### src/logic/cfs_defs.svh
// How it works
// encoder supply short sets the supply fault flag.
// output one short, wire break or overtemperature sets output fault.
// both fault flags stay latched until fault acknowledge or controller stop clears them.
// more than one load control bit together sets the load fault.
// an invalid load value is rejected, setting kept, load fault set.
// parameter errors appear on a dedicated fault flag.
// status clear active shows a requested flag clear is in progress.
// compare flags set while output on, hold, clear only by clear.
// a compare flag cleared while its output is on sets again.
// manual switch of disabled output one sets compare one flag.
// manual switch of disabled output two sets compare two flag.
// the external input level is mirrored in every mode.
// the physical output one state is reported.
// the virtual output two state is reported.
// gate flag shows the internal gate open and counting.
// load busy shows a load function being executed.
// zero pass without main direction sets a flag held until clear.
// upper and lower limit violations latch until cleared.
// successful synchronization sets a flag held until clear.
// flags clear by request from controller answered by active bit.
// load fault holds while conflicting load bits stay set.
// isochronous clear or load acceptance takes exactly four bus cycles.
// with steady acknowledge or stop, faults follow their cause.
// clear active drops only after the request is withdrawn.
`ifndef CFS_DEFS_SVH
`define CFS_DEFS_SVH
// isochronous completion length in bus cycles
`define CFS_ISO_BUS_CYCLES 4
// synchroniser depth for pin inputs
`define CFS_SYNC_STAGES 2
// sticky flag vector positions
`define CFS_STK_CMP1 0
`define CFS_STK_CMP2 1
`define CFS_STK_ZERO 2
`define CFS_STK_UPPER 3
`define CFS_STK_LOWER 4
`define CFS_STK_SYNC 5
`define CFS_STK_WIDTH 6
// pin vector positions
`define CFS_PIN_EXT 0
`define CFS_PIN_SUPPLY 1
`define CFS_PIN_OUT 2
`define CFS_PIN_WIDTH 3
// reset values
`define CFS_STK_RESET 6'h00
`define CFS_CNT_RESET 3'h0
`endif

### src/logic/cfs_pkg.sv
package cfs_pkg;
  // status clear handshake states
  typedef enum logic [1:0] {
    CLR_IDLE = 2'b00,
    CLR_RUN = 2'b01,
    CLR_HOLD = 2'b10
  } cfs_clr_state_type;
  // load function states
  typedef enum logic [1:0] {
    LD_IDLE = 2'b00,
    LD_BUSY = 2'b01,
    LD_DONE = 2'b10
  } cfs_ld_state_type;
endpackage : cfs_pkg

### src/logic/cfs_feedback.sv
`timescale 1ns/1ps
`include "cfs_defs.svh"
module cfs_feedback import cfs_pkg::*; (
  // clock and reset
  input wire logic core_clk_i,
  input wire logic nrst_i,
  // pins, asynchronous
  input wire logic external_input_pin_i,
  input wire logic supply_short_i,
  input wire logic output_one_short_i,
  input wire logic output_one_open_i,
  input wire logic output_one_hot_i,
  // controller control bits
  input wire logic fault_acknowledge_i,
  input wire logic controller_stop_i,
  input wire logic status_clear_request_i,
  input wire logic load_count_now_i,
  input wire logic load_count_staged_i,
  input wire logic load_compare_one_i,
  input wire logic load_compare_two_i,
  input wire logic output_param_change_i,
  input wire logic manual_output_one_i,
  input wire logic manual_output_two_i,
  input wire logic output_one_enable_i,
  input wire logic output_two_enable_i,
  input wire logic isochronous_i,
  input wire logic bus_cycle_i,
  // counting core events and states
  input wire logic load_value_bad_i,
  input wire logic param_error_i,
  input wire logic output_one_pin_i,
  input wire logic output_two_virtual_i,
  input wire logic gate_open_i,
  input wire logic dir_up_i,
  input wire logic dir_down_i,
  input wire logic no_main_direction_i,
  input wire logic zero_cross_i,
  input wire logic upper_exceed_i,
  input wire logic lower_exceed_i,
  input wire logic sync_success_i,
  // load function to the core
  output logic load_accept_o,
  output logic [4:0] load_select_o,
  // feedback bits
  output logic encoder_supply_fault_o,
  output logic output_one_fault_o,
  output logic load_fault_o,
  output logic parameter_fault_o,
  output logic status_clear_active_o,
  output logic counting_upward_o,
  output logic counting_downward_o,
  output logic compare_one_hit_o,
  output logic compare_two_hit_o,
  output logic aux_input_level_o,
  output logic output_one_state_o,
  output logic output_two_state_o,
  output logic gate_open_flag_o,
  output logic load_busy_o,
  output logic zero_pass_flag_o,
  output logic upper_limit_flag_o,
  output logic lower_limit_flag_o,
  output logic sync_done_flag_o
);
  localparam logic [2:0] ISO_LAST = 3'(`CFS_ISO_BUS_CYCLES - 1);

  logic [`CFS_PIN_WIDTH-1:0] pin_raw;
  logic [`CFS_PIN_WIDTH-1:0] pin_s;
  logic [`CFS_STK_WIDTH-1:0] stk;
  logic [`CFS_STK_WIDTH-1:0] stk_set;
  logic [4:0] ld_bits;
  logic ld_conflict;
  logic ld_single;
  logic stk_clear;
  logic fault_release;
  cfs_clr_state_type clr_state;
  cfs_clr_state_type next_clr_state;
  cfs_ld_state_type ld_state;
  cfs_ld_state_type next_ld_state;
  logic [2:0] clr_cnt;
  logic [2:0] ld_cnt;
  logic ld_reject;
  logic ld_finish;
  logic clr_finish;

  // output fault causes merge before syncing, all are level faults
  assign pin_raw[`CFS_PIN_EXT] = external_input_pin_i;
  assign pin_raw[`CFS_PIN_SUPPLY] = supply_short_i;
  assign pin_raw[`CFS_PIN_OUT] = output_one_short_i | output_one_open_i
    | output_one_hot_i;

  // two-stage synchronisers, first stage read by nothing else
  genvar gp;
  generate
    for (gp = 0; gp < `CFS_PIN_WIDTH; gp++) begin : g_sync
      logic [`CFS_SYNC_STAGES-1:0] sh;
      always_ff @(posedge core_clk_i or negedge nrst_i) begin
        if (!nrst_i) begin
          sh <= '0;
        end else begin
          sh <= {sh[`CFS_SYNC_STAGES-2:0], pin_raw[gp]};
        end
      end
      assign pin_s[gp] = sh[`CFS_SYNC_STAGES-1];
    end
  endgenerate

  // latched faults: steady ack or stop turns them into cause followers
  assign fault_release = fault_acknowledge_i | controller_stop_i;
  always_ff @(posedge core_clk_i or negedge nrst_i) begin
    if (!nrst_i) begin
      encoder_supply_fault_o <= 1'b0;
      output_one_fault_o <= 1'b0;
    end else begin
      encoder_supply_fault_o <= pin_s[`CFS_PIN_SUPPLY]
        | (encoder_supply_fault_o & ~fault_release);
      output_one_fault_o <= pin_s[`CFS_PIN_OUT]
        | (output_one_fault_o & ~fault_release);
    end
  end

  // status clear handshake, four phases
  always_comb begin
    next_clr_state = clr_state;
    clr_finish = 1'b0;
    case (clr_state)
      CLR_IDLE: begin
        if (status_clear_request_i) begin
          next_clr_state = CLR_RUN;
        end
      end
      CLR_RUN: begin
        // isochronous mode waits a fixed count of bus cycles
        clr_finish = !isochronous_i
          || (bus_cycle_i && clr_cnt == ISO_LAST);
        if (clr_finish) begin
          next_clr_state = CLR_HOLD;
        end
      end
      CLR_HOLD: begin
        if (!status_clear_request_i) begin
          next_clr_state = CLR_IDLE;
        end
      end
      default: next_clr_state = CLR_IDLE;
    endcase
  end

  always_ff @(posedge core_clk_i or negedge nrst_i) begin
    if (!nrst_i) begin
      clr_state <= CLR_IDLE;
      clr_cnt <= `CFS_CNT_RESET;
    end else begin
      clr_state <= next_clr_state;
      if (clr_state != CLR_RUN) begin
        clr_cnt <= `CFS_CNT_RESET;
      end else if (bus_cycle_i) begin
        clr_cnt <= clr_cnt + 3'h1;
      end
    end
  end

  assign stk_clear = (clr_state == CLR_RUN);
  assign status_clear_active_o = (clr_state != CLR_IDLE);

  // sticky flag causes
  assign stk_set[`CFS_STK_CMP1] = output_one_pin_i
    | (manual_output_one_i & ~output_one_enable_i);
  assign stk_set[`CFS_STK_CMP2] = output_two_virtual_i
    | (manual_output_two_i & ~output_two_enable_i);
  assign stk_set[`CFS_STK_ZERO] = zero_cross_i
    & no_main_direction_i;
  assign stk_set[`CFS_STK_UPPER] = upper_exceed_i;
  assign stk_set[`CFS_STK_LOWER] = lower_exceed_i;
  assign stk_set[`CFS_STK_SYNC] = sync_success_i;

  // set beats clear so a live output re-raises its flag at once
  genvar gs;
  generate
    for (gs = 0; gs < `CFS_STK_WIDTH; gs++) begin : g_stk
      always_ff @(posedge core_clk_i or negedge nrst_i) begin
        if (!nrst_i) begin
          stk[gs] <= 1'b0;
        end else begin
          stk[gs] <= stk_set[gs] | (stk[gs] & ~stk_clear);
        end
      end
    end
  endgenerate

  assign compare_one_hit_o = stk[`CFS_STK_CMP1];
  assign compare_two_hit_o = stk[`CFS_STK_CMP2];
  assign zero_pass_flag_o = stk[`CFS_STK_ZERO];
  assign upper_limit_flag_o = stk[`CFS_STK_UPPER];
  assign lower_limit_flag_o = stk[`CFS_STK_LOWER];
  assign sync_done_flag_o = stk[`CFS_STK_SYNC];

  // mirrored states, registered for clean feedback
  always_ff @(posedge core_clk_i or negedge nrst_i) begin
    if (!nrst_i) begin
      aux_input_level_o <= 1'b0;
      output_one_state_o <= 1'b0;
      output_two_state_o <= 1'b0;
      gate_open_flag_o <= 1'b0;
      counting_upward_o <= 1'b0;
      counting_downward_o <= 1'b0;
      parameter_fault_o <= 1'b0;
    end else begin
      aux_input_level_o <= pin_s[`CFS_PIN_EXT];
      output_one_state_o <= output_one_pin_i;
      output_two_state_o <= output_two_virtual_i;
      gate_open_flag_o <= gate_open_i;
      counting_upward_o <= dir_up_i;
      counting_downward_o <= dir_down_i;
      parameter_fault_o <= param_error_i;
    end
  end

  // load request decode
  assign ld_bits = {output_param_change_i, load_compare_two_i,
    load_compare_one_i, load_count_staged_i, load_count_now_i};
  assign ld_conflict = ($countones(ld_bits) > 1);
  assign ld_single = ($countones(ld_bits) == 1);

  // load function sequencing; done waits for request withdrawal
  always_comb begin
    next_ld_state = ld_state;
    ld_reject = 1'b0;
    ld_finish = 1'b0;
    case (ld_state)
      LD_IDLE: begin
        if (ld_single && load_value_bad_i) begin
          ld_reject = 1'b1;
          next_ld_state = LD_DONE;
        end else if (ld_single) begin
          next_ld_state = LD_BUSY;
        end
      end
      LD_BUSY: begin
        ld_finish = !isochronous_i
          || (bus_cycle_i && ld_cnt == ISO_LAST);
        if (ld_conflict || ld_finish) begin
          next_ld_state = LD_DONE;
        end
      end
      LD_DONE: begin
        if (ld_bits == 5'h00) begin
          next_ld_state = LD_IDLE;
        end
      end
      default: next_ld_state = LD_IDLE;
    endcase
  end

  always_ff @(posedge core_clk_i or negedge nrst_i) begin
    if (!nrst_i) begin
      ld_state <= LD_IDLE;
      ld_cnt <= `CFS_CNT_RESET;
    end else begin
      ld_state <= next_ld_state;
      if (ld_state != LD_BUSY) begin
        ld_cnt <= `CFS_CNT_RESET;
      end else if (bus_cycle_i) begin
        ld_cnt <= ld_cnt + 3'h1;
      end
    end
  end

  assign load_busy_o = (ld_state == LD_BUSY);

  // accept pulse and the selected target toward the core
  always_ff @(posedge core_clk_i or negedge nrst_i) begin
    if (!nrst_i) begin
      load_accept_o <= 1'b0;
      load_select_o <= 5'h00;
    end else begin
      load_accept_o <= ld_finish && !ld_conflict;
      if (ld_state == LD_IDLE && ld_single && !load_value_bad_i) begin
        load_select_o <= ld_bits;
      end
    end
  end

  // only a correct acceptance removes the load fault; set wins
  always_ff @(posedge core_clk_i or negedge nrst_i) begin
    if (!nrst_i) begin
      load_fault_o <= 1'b0;
    end else begin
      load_fault_o <= ld_conflict | ld_reject
        | (load_fault_o & ~(ld_finish & ~ld_conflict));
    end
  end
endmodule : cfs_feedback

### config.mk
export PLATFORM = sky130hd
export DESIGN_NAME = cfs_feedback
export DESIGN_NICKNAME = d
export VERILOG_FILES = /design/src/logic/cfs_pkg.sv /design/src/logic/cfs_feedback.sv
export VERILOG_INCLUDE_DIRS = /design/src /design/src/logic
export SDC_FILE = /design/constraint.sdc
export NUM_CORES = 1
export LEC_CHECK = 0
export ABC_AREA = 1
export BUFFER_PORTS_ARGS = -buffer_cell sky130_fd_sc_hd__buf_2
export CAP_MARGIN = 20
export CORE_ASPECT_RATIO = 0.6
export CORE_MARGIN = 8
export CORE_UTILIZATION = 40
export CTS_BUF_LIST = sky130_fd_sc_hd__clkbuf_2
export DETAILED_ROUTE_END_ITERATION = 10
export PLACE_DENSITY_LB_ADDON = 0.1
export REMOVE_ABC_BUFFERS = 1
export SETUP_SLACK_MARGIN = 0.5
export SYNTH_ARGS = -nofsm -noshare
export SYNTH_HDL_FRONTEND = slang
export SYNTH_SLANG_ARGS = --single-unit
export TNS_END_PERCENT = 100
### constraint.sdc
create_clock -name core_clk_i -period 1.35 [get_ports core_clk_i]
set_input_delay 0.0675 -clock core_clk_i [delete_from_list [all_inputs] [get_ports core_clk_i]]
set_output_delay 0.0675 -clock core_clk_i [all_outputs]
set_load 0.02 [all_outputs]
==> results of run 1 <==
==> cells by family (layout without fill, tap and decap cells) <==
kind of cell	count (synthesis)	after routing	share of synthesized area, %
buf+inv	32	152	8.25
compound gates	26	26	10.8
xor+xnor	2	2	1.10
simple gates	41	41	12.1
flops	38	38	59.7
fa+ha+maj	9	9	8.01
==> repair_timing <==
action                                 CTS  global route
setup endpoints to repair               47            47
endpoints found under the hold margin   59             0
gates resized for setup                 86            28
pin swaps                                8             5
setup buffers                           12             8
hold buffers                            27             0
gates cloned                             1             0
==> synthesized netlist by cell type <==
cell and instances:
or3_1 1, a22o_1 1, a21oi_1 6, o21ai_2 5
nand2_1 15, fa_1 2, o21ai_0 6, buf_4 1
or2_2 2, nand3_1 4, nand3_2 1, buf_6 1
a211oi_1 2, nor2_4 1, xnor2_1 2, o211ai_1 1
a21o_1 3, ha_1 7, nand2_2 5, dfrtp_1 38
nor2_1 12, o21bai_1 2, inv_1 29, inv_2 1
==> worst min-delay path by stage <==
stage | from | to | slack, ps
after floorplan | nrst_i | aux_input_level_o | -230
after detailed placement | nrst_i | g_sync[1].sh[0] | 30
after CTS | load_compare_two_i | ld_state[1] | 6
after global placement | nrst_i | g_sync[1].sh[0] | 20
after global routing | load_compare_two_i | load_select_o[3] | 9
final | load_compare_two_i | ld_state[1] | 40
==> area by class of cell <==
cell class / count / area (um2) / share of cell area (%)
multi-input combinational: 78 / 704 / 24.2
clock buffer: 5 / 25.0 / 0.859
clock inverter: 3 / 45.0 / 1.55
tap: 47 / 58.8 / 2.02
inverter: 30 / 123 / 4.21
sequential: 38 / 951 / 32.6
timing repair buffer: 114 / 1010 / 34.6
==> tightest hold or removal path: cells and delay by family <==
kind | cells | cell delay (ps)
AND/OR/NAND/NOR | 4 | 250
buffers and inverters | 1 | 90
==> power groups by stage <==
stage	clock (mW)	combinational, mW	sequential [mW]
6_report	0.718	2.10	1.53
5_1_grt	0.803	2.25	1.56
4_1_cts	0.735	1.79	1.53
3_5_place_dp	0	1.14	1.52
3_3_place_gp	0	1.11	1.51
2_1_floorplan	0	0.525	1.69
==> per-layer routing <==
| metal | track usage, % | up-vias | wire length, um |
|---|---|---|---|
| li1 | - | 698 | - |
| met3 | 5.93 | 5 | 259 |
| met4 | 3.38 | 0 | 21 |
| met2 | 28.6 | 34 | 2690 |
| met5 | 0 | - | 0 |
| met1 | 15.5 | 686 | 1860 |
==> flip-flops by register name (all words and copies together) (netlist names), 2 cells and up <==
signal and cells:
g_sync.sh 6, load_select_o 5, clr_cnt 3, ld_cnt 3
clr_state 2, ld_state 2
==> per-stage QoR <==
stage | cell area [um2] | std cells | setup TNS (ps) | hold WS, ps
after floorplan | 1570 | 146 | -5870 | -228
after global placement | 2010 | 259 | -6810 | 22.9
after detailed placement | 2010 | 259 | -7400 | 30.6
after CTS | 2750 | 307 | -2370 | 5.52
after global routing | 2910 | 315 | -3180 | 8.88
final | 2910 | 315 | -2950 | 38.3
==> key figures, run 1 <==
Hold path
  – WHS Path Cells: 5
  – Worst min path class: input port to register

Die
  – Die Span Y: 64.9 um
  – Core ar.: 3740 um2
  – Initial Utilization: 42.5%
  – Die W: 97.5 um
  – Rows: 17
  – Die area: 6320 um2
  – Ports: 57

Critical path
  – WP data arrival: 2020 ps
  – Slowest CP cell: fa_1
  – Setup CP Type: input port to register
  – R2r setup slk: -100 ps
  – Worst setup path startpoint: load_count_now_i
  – Crit path to: load_select_o[3]
  – Reg2Reg Launch Point: ld_cnt[0]
  – Crit path buffers/inverters: 6
  – Top Family by Delay on Critical Path: adder cells
  – Worst R2R End: ld_state[1]
  – Instance count on the critical path: 14
  – Critical path data required time: 1640 ps
  – Startpoint types: input port
  – Critical Path, Cell by Cell: buf_6 > inv_4 > fa_1 > inv_2 > fa_2 > inv_2 > ha_4 > inv_4 > nand2_4 > nor2_4 > nand3_4 > buf_12 > nand2_2 > o21ai_2
  – CP peak stage delay: 550 ps
  – CP max FO: 6
  – R2R depth: 6
  – Kind of end point of the critical path: register

Flow run
  – Max-cap viol count: 0

Clocking
  – Num CTS Buffers: 5
  – CTS clk-pin slew, worst paths: 220 ps
  – Clock sinks: 38
  – Root buffer cell: clkbuf_2
  – H-tree depth: 2
  – Clk_lat worst skew: 380 ps
  – CTS tree: built
  – Clock Tree Buf Depth: 2

Pwr
  – Cell Pwr Density: 1490 nW/um2
  – Worst vdd ir: 1.02 mV
  – Sw frac: 35.9%
  – Clock network power share: 16.5%
  – Logic pwr share: 48.3%
  – Switching power total: 1.56 mW
  – Power, Total: 4.35 mW
  – Internal power: 2.79 mW
  – Leak: 1.43 nW
  – Seq pwr share: 35.2%

Finish
  – Layout net count: 309
  – Fin util: 77.8%
  – Diode count: 0
  – Highest-count cells in the layout ignoring fill and taps: 38 x dfrtp_1, 31 x buf_2, 31 x buf_6, 27 x dlygate4sd3_1, 22 x buf_4
  – Layout cell share with drive strength beyond 1: 54.9%
  – Area Overhead vs Synth: 83.0%
  – Most common cell after layout, fill and taps aside: dfrtp_1
  – Number of fill cells: 236

Timing
  – Final worst slack: -380 ps
  – Final Hold Viols: 0
  – Skew final: 17.0 ps
  – Final worst path period share: 128%
  – Period minus WS final: 1730 ps
  – RSZ-0062 raised after global routing: yes
  – Max-slew violation count: 0
  – Least-Margin Pin Slew: 431 ps
  – Fmax: 578 MHz
  – Worst slew margin: 71.2%
  – Final Setup Violations: 9

GRT
  – Global Route Usage Sum: 15.1%
  – Pin count of the biggest net entering global routing: 21
  – Total gr overflow: 0
  – Initial antenna violation count: 0
  – Vias in the first global route: 1596
  – Global-route wire length before repair: 7570 um

Logic synthesis
  – Synth Register Bits: 38
  – Area share of the largest cell type after synthesis: 59.7%
  – Cell variety after synth: 24
  – Area of the mapped netlist: 1590 um2
  – Synth Area per Inst: 10.8 um2
  – Sequential-to-total area share from yosys stat: 59.7%
  – Main area contributors after synthesis: dfrtp_1 60%, inv_1 6.8%, ha_1 5.5%, nand2_1 3.5%, nor2_1 2.8%
  – YS warnings: 0
  – Area leader, netlist: dfrtp_1
  – Cell count after synthesis: 148

Placement
  – GP Congestion: 0.678
  – Place WS: -863 ps
  – Port Buf Inserts: 56
  – Hpwl dp: 2740 um

Detailed routing
  – Drt wl/cell: 15.3 um
  – Drc violations: 0
  – Antenna viol nets, final: 0
  – Post-Route WL: 4830 um
  – Detailed Route Iter0 Violations: 27
  – DR vias: 1423
  – TritonRoute pass-1 iters: 4
  – Via density: 4.52

Run status
  – Status: complete, but fails checks
  – Failing checks: setup timing
Note: power is estimated with default switching activity, not from simulation.
==> run 2, diff against run 1 <==
- CORE_UTILIZATION: 40 -> 44
- CTS_BUF_LIST: sky130_fd_sc_hd__clkbuf_2 -> not set
==> run 2 against run 1 <==
The flow finishes with violations (hold timing, setup timing). Sequential cell count unchanged. Combinational power barely moved. Die area decreased by 7.3%. Cell area is 1.2% lower. Setup slack worse by 140 ps. Sequential share of layout area increased by 0.41 points. Count of clock-buffer cells in the layout grew 3.
==> key figures, run 2 (synthesis results as in run 1) <==
Detailed routing
  – Via density: 4.48 (-0.78%)
  – Post-Route WL: 4370 um (-9.6%)
  – TritonRoute pass-1 iters: 4 (unchanged)
  – Antenna viol nets, final: 0 (unchanged)
  – Detailed Route Iter0 Violations: 18 (-33%)
  – Drt wl/cell: 14.2 um (-7.2%)
  – DR vias: 1376 (-3.3%)
  – Drc violations: 0 (unchanged)

Critical path
  – CP peak stage delay: 480 ps (-70 ps)
  – CP max FO: 2 (-4)
  – Reg2Reg Launch Point: ld_cnt[0]
  – Worst R2R End: ld_state[1]
  – Worst setup path startpoint: load_compare_two_i
  – Kind of end point of the critical path: register
  – Top Family by Delay on Critical Path: adder cells
  – Crit path buffers/inverters: 5 (-1)
  – Critical Path, Cell by Cell: buf_2 > inv_2 > fa_1 > inv_1 > fa_2 > inv_2 > ha_4 > buf_4 > nor2_2 > nand2_2 > nand2_4 > nand3_2 > nand3_1 > nand2_1
  – R2R depth: 6 (unchanged)
  – Most used cell, CP: inv_2
  – R2r setup slk: -60 ps (+40 ps)
  – Startpoint types: input port
  – WP data arrival: 2050 ps (+30 ps)
  – Slowest CP cell: fa_1
  – Critical path data required time: 1530 ps (-110 ps)
  – Setup CP Type: input port to register

GRT
  – Global-route wire length before repair: 6820 um (-9.8%)
  – Vias in the first global route: 1531 (-4.1%)
  – Total gr overflow: 0 (unchanged)
  – Global Route Usage Sum: 14.5% (-0.57 points)
  – Pin count of the biggest net entering global routing: 29 (+38%)
  – Initial antenna violation count: 0 (unchanged)

Timing
  – Max-slew violation count: 0 (unchanged)
  – Setup TNS: -4130 ps (-1180 ps)
  – Least-Margin Pin Slew: 606 ps (+175 ps)
  – Final worst slack: -518 ps (-138 ps)
  – RSZ-0062 raised after global routing: yes
  – Skew final: 6.29 ps (-10.7 ps)
  – WHS: -212 ps (-250 ps)
  – Fmax: 535 MHz (-7.4%)
  – Final Hold Viols: 27 (+27)
  – Final worst path period share: 138% (+10 points)
  – Period minus WS final: 1870 ps (+138 ps)
  – Final Setup Violations: 9 (unchanged)
  – Worst slew margin: 59.6% (-12 points)

Pwr
  – Power, Total: 4.57 mW (+5.1%)
  – Leak: 1.43 nW (+0.34%)
  – Worst vdd ir: 1.13 mV (+12%)
  – Cell Pwr Density: 1590 nW/um2 (+6.4%)

Finish
  – Area of the multi-input gates: 728 um2 (+3.4%)
  – Layout cell share with drive strength beyond 1: 58.8% (+4.0 points)
  – Highest-count cells in the layout ignoring fill and taps: 38 x dfrtp_1, 31 x buf_2, 30 x buf_6, 27 x buf_4, 18 x inv_1
  – Most flops, register: g_sync.sh
  – Diode count: 0 (unchanged)
  – Most common cell after layout, fill and taps aside: dfrtp_1
  – Largest register FFs: 6 (unchanged)
  – Area Overhead vs Synth: 80.7%
  – Layout net count: 301 (-2.6%)
  – Number of fill cells: 217 (-8.1%)
  – Reg area: 951 um2 (unchanged)
  – Top Registers: g_sync.sh (6), load_select_o (5)

Die
  – Die W: 93.7 um (-3.9%)
  – Rows: 17 (unchanged)
  – Die Span Y: 62.6 um (-3.5%)
  – Initial Utilization: 44.6% (+2.0 points)
  – Ports: 57 (unchanged)
  – Die area: 5860 um2 (-7.3%)
  – Core ar.: 3570 um2 (-4.5%)

Clocking
  – CTS clk-pin slew, worst paths: 70 ps (-150 ps)
  – Num CTS Buffers: 5 (unchanged)
  – Root buffer cell: clkbuf_8
  – CTS tree: built
  – Clock Tree Buf Depth: 2 (unchanged)
  – Clk_lat worst skew: 280 ps (-100 ps)
  – Clock sinks: 38 (unchanged)
  – Hold buffers post-CTS: 14 (-48%)
  – H-tree depth: 2 (unchanged)

Hold path
  – Worst min path class: input port to async pin

Run status
  – Status: complete, but fails checks
  – Failing checks: hold timing, setup timing

Flow run
  – Max-cap viol count: 0 (unchanged)

Placement
  – Hpwl dp: 2710 um (-1.1%)
  – GP Congestion: 0.715 (+5.5%)
  – Port Buf Inserts: 56 (unchanged)
## run 2: cell types whose count changed in the layout (fill, tap and decap cells not counted), sizes merged, moves of 2 or more
cell         delta
clkbuf          +3
clkinvlp        -2
buf             +4
dlygate4sd3    -14
## run 2: power by group
group	leakage (nW)	internal, mW	switching (mW)	total [mW]
clock	0.0575	0.516	0.382	0.897
combinational	0.924	1.12	0.984	2.11
sequential	0.449	1.37	0.199	1.57
total	1.43	3.01	1.57	4.57
## run 2: how the worst max path moves through the flow
stage | endpoint | cells after the start
after floorplan | load_select_o[0] | 12
after global routing | ld_state[1] | 14
after detailed placement | load_select_o[0] | 14
after global placement | load_select_o[0] | 14
final | ld_state[1] | 14
after CTS | load_select_o[2] | 14
## run 2: routing by layer
layer  share of wire, %  up-vias  GRT usage [%]  wire length, um
met3                5.8        6           5.88              252
met2                 54       34           24.7             2370
met4                1.0        0           3.54               45
met1                 39      658           16.6             1700
li1                   -      678              -                -
met5                  0        -              0                0
## run 2: cell type report
cell class | instances | share of cell area [%]
multi-input combinational | 78 | 25.3
timing repair buffer | 105 | 31.3
clock buffer | 8 | 3.83
tap | 47 | 2.04
inverter | 30 | 4.26
timing repair inverter | 1 | 0.217
sequential | 38 | 33.0
## run 2: timing repair
item / in CTS / in global routing
hold endpoints to repair: 40 / 27
pin swaps: 12 / 11
setup buffers: 11 / 11
gates cloned: 1 / 1
resized for setup: 92 / 30
setup endpoints to repair: 47 / 48
## run 2: metrics by stage
step	area (um2)	std cells	util [%]	setup WS (ps)
2_1_floorplan	1570	146	-	-761
3_3_place_gp	2020	261	56.4	-780
3_5_place_dp	2020	261	56.4	-857
4_1_cts	2680	295	75.0	-439
5_1_grt	2880	307	80.5	-588
6_report	2880	307	80.5	-518
==> run 3, diff against run 2 <==
- BUFFER_PORTS_ARGS: -buffer_cell sky130_fd_sc_hd__buf_2 -> not set
- CORE_UTILIZATION: 44 -> 55
- DONT_BUFFER_PORTS: not set -> 1
==> run 3 against run 2 <==
The flow still finishes with violations (hold timing, setup timing). Global-route usage grew 2.0 points. Highest routed layer unchanged. Die area shrank 16%. Sequential share of layout area grew 8.1 points. Via count shrank 15%. Register-to-register slack gained 30 ps. Setup slack gained 210 ps. Power shrank 19%. Sequential cell count is the same. Clock power shrank 11%. Routed wire length shrank 13%. Maximum frequency grew 13%.
==> key figures, run 3 (synthesis results as in run 1) <==
Finish
  – Layout net count: 242 (-20%)
  – Highest-count cells in the layout ignoring fill and taps: 27 x dfrtp_1, 26 x dlygate4sd3_1, 22 x inv_1, 13 x nand2_1
  – Largest register FFs: 6 (unchanged)
  – Most flops, register: g_sync.sh
  – Fin util: 83.2% (+2.7 points)
  – Layout cell share with drive strength beyond 1: 40.3% (-19 points)
  – Fin cells: 235 (-23%)
  – Area Overhead vs Synth: 47.1%
  – Top Registers: g_sync.sh (6), load_select_o (5)
  – Most common cell after layout, fill and taps aside: dfrtp_1
  – Diode count: 0 (unchanged)

Clocking
  – Clock Tree Buf Depth: 2 (unchanged)
  – CTS tree: built
  – Clock sinks: 38 (unchanged)
  – H-tree depth: 2 (unchanged)
  – Root buffer cell: clkbuf_8
  – Clk_lat worst skew: 290 ps (about the same)
  – CTS clk-pin slew, worst paths: 70 ps (about the same)
  – Num CTS Buffers: 5 (unchanged)
  – Hold buffers post-CTS: 27 (+13)

Placement
  – GP Congestion: 0.711 (-0.57%)
  – Post-Place Cells: 189 (-28%)
  – Hpwl dp: 2220 um (-18%)
  – Port Buf Inserts: 0 (-100%)

Die
  – Die W: 85.5 um (-8.8%)
  – Ports: 57 (unchanged)
  – Core ar.: 2820 um2 (-21%)
  – Die area: 4930 um2 (-16%)
  – Rows: 15 (-2)
  – Initial Utilization: 56.6% (+12 points)
  – Die Span Y: 57.7 um (-7.9%)

Flow run
  – Max-cap viol count: 0 (unchanged)

Critical path
  – Kind of end point of the critical path: register
  – WP data arrival: 1880 ps (-170 ps)
  – Startpoint types: input port
  – Critical path data required time: 1570 ps (+40 ps)
  – Setup CP Type: input port to register
  – CP max FO: 2 (unchanged)

Detailed routing
  – DR vias: 1175 (-15%)
  – TritonRoute pass-1 iters: 4 (unchanged)
  – Detailed Route Iter0 Violations: 27 (+9)
  – Post-Route WL: 3810 um (-13%)
  – Antenna viol nets, final: 0 (unchanged)
  – Drc violations: 0 (unchanged)
  – Via density: 5.00 (+12%)
  – Drt wl/cell: 16.2 um (+14%)

Timing
  – Final Hold Viols: 38 (+41%)
  – Max-slew violation count: 0 (unchanged)
  – Fmax: 603 MHz (+13%)
  – Least-Margin Pin Slew: 709 ps (+102 ps)
  – Final worst slack: -310 ps (+208 ps)
  – Period minus WS final: 1660 ps (-208 ps)
  – Worst slew margin: 52.8% (-6.8 points)
  – Final Setup Violations: 9 (unchanged)
  – Skew final: 3.79 ps (-2.49 ps)
  – Final worst path period share: 123% (-15 points)
  – RSZ-0062 raised after global routing: yes
  – WHS: -532 ps (-320 ps)

GRT
  – Global Route Usage Sum: 16.5% (+2.0 points)
  – Vias in the first global route: 1214 (-21%)
  – Initial antenna violation count: 0 (unchanged)
  – Pin count of the biggest net entering global routing: 39 (+34%)
  – Global-route wire length before repair: 6200 um (-9.1%)
  – Total gr overflow: 0 (unchanged)

Hold path
  – Worst min path class: input port to async pin

Run status
  – Failing checks: hold timing, setup timing
  – Status: complete, but fails checks

Pwr
  – Cell Pwr Density: 1570 nW/um2 (-1.1%)
  – Worst vdd ir: 1.15 mV (+1.2%)
  – Leak: 1.09 nW (-24%)
## run 3: changes by cell type in the layout (fill, tap and decap cells not counted), moves of 3 or more
cell           previous run  this run
dfrtp_2                   0        11
dlygate4sd3_1            13        26
inv_2                     9         5
nand2_1                   9        13
inv_1                    18        22
o21ai_2                   5         8
buf_4                    27        11
nand2_4                   7         1
dfrtp_1                  38        27
buf_6                    30         8
buf_2                    31         0
## run 3: layout make-up
type | instances | area (um2)
clock buffer | 6 | 82.6
clock inverter | 2 | 12.5
fill | 159 | 472
inverter | 30 | 130
multi-input combinational | 78 | 658
sequential | 38 | 965
tap | 34 | 42.5
timing repair buffer | 46 | 445
timing repair inverter | 1 | 7.51
## run 3: worst max-delay path, cell delays in order
cell     delay, ps
inv_12          10
fa_1           530
inv_1           50
fa_2           340
inv_2           70
ha_4           190
inv_2           50
nand2_2         60
nor2_4         110
buf_4          120
nand2_2         50
nand2_1         60
nand3_1         80
nand2_1         70
## run 3: per-stage QoR
stage          setup WS [ps]  power, mW  hold slack, ps  instance area [um2]  TNS, ps
3_3_place_gp            -707       2.38            -227                 1680    -5970
5_1_grt                 -367       3.89            -556                 2340    -2860
4_1_cts                 -312       3.54            -535                 2250    -2370
2_1_floorplan           -761       2.21            -228                 1570    -5870
3_5_place_dp            -771       2.41            -227                 1680    -6440
6_report                -310       3.68            -532                 2340    -2370
## run 3: final timing paths
path,start,endpoint,slack (ps),cells past startpoint
min reg2reg,g_sync[0].sh[1],aux_input_level_o,350,0
max in group asynchronous,nrst_i,compare_one_hit_o,1790,0
min,nrst_i,ld_cnt[2],-530,0
max,load_count_now_i,ld_state[1],-310,14
min in group core_clk_i,load_count_staged_i,load_select_o[1],20,3
max reg2reg,ld_cnt[0],ld_state[1],-30,6
## run 3: repair_timing
item,CTS,global route
setup buffers,6,4
gates cloned,1,0
resized for setup,47,20
setup endpoints to repair,26,38
endpoints found under the hold margin,67,38
pin swaps,9,5
## run 3: power by group
part / total [mW] / internal, mW / switching [mW]
logic: 1.11 / 0.540 / 0.570
clock network: 0.798 / 0.410 / 0.388
registers: 1.78 / 1.39 / 0.383
## run 3: layer usage
metal / vias up / GRT usage (%) / wire, um
met1: 561 / 17.7 / 1490
met3: 4 / 9.58 / 395
met4: 0 / 5.94 / 31
li1: 563 / - / -
met5: - / 0 / 0
met2: 47 / 26.7 / 1900
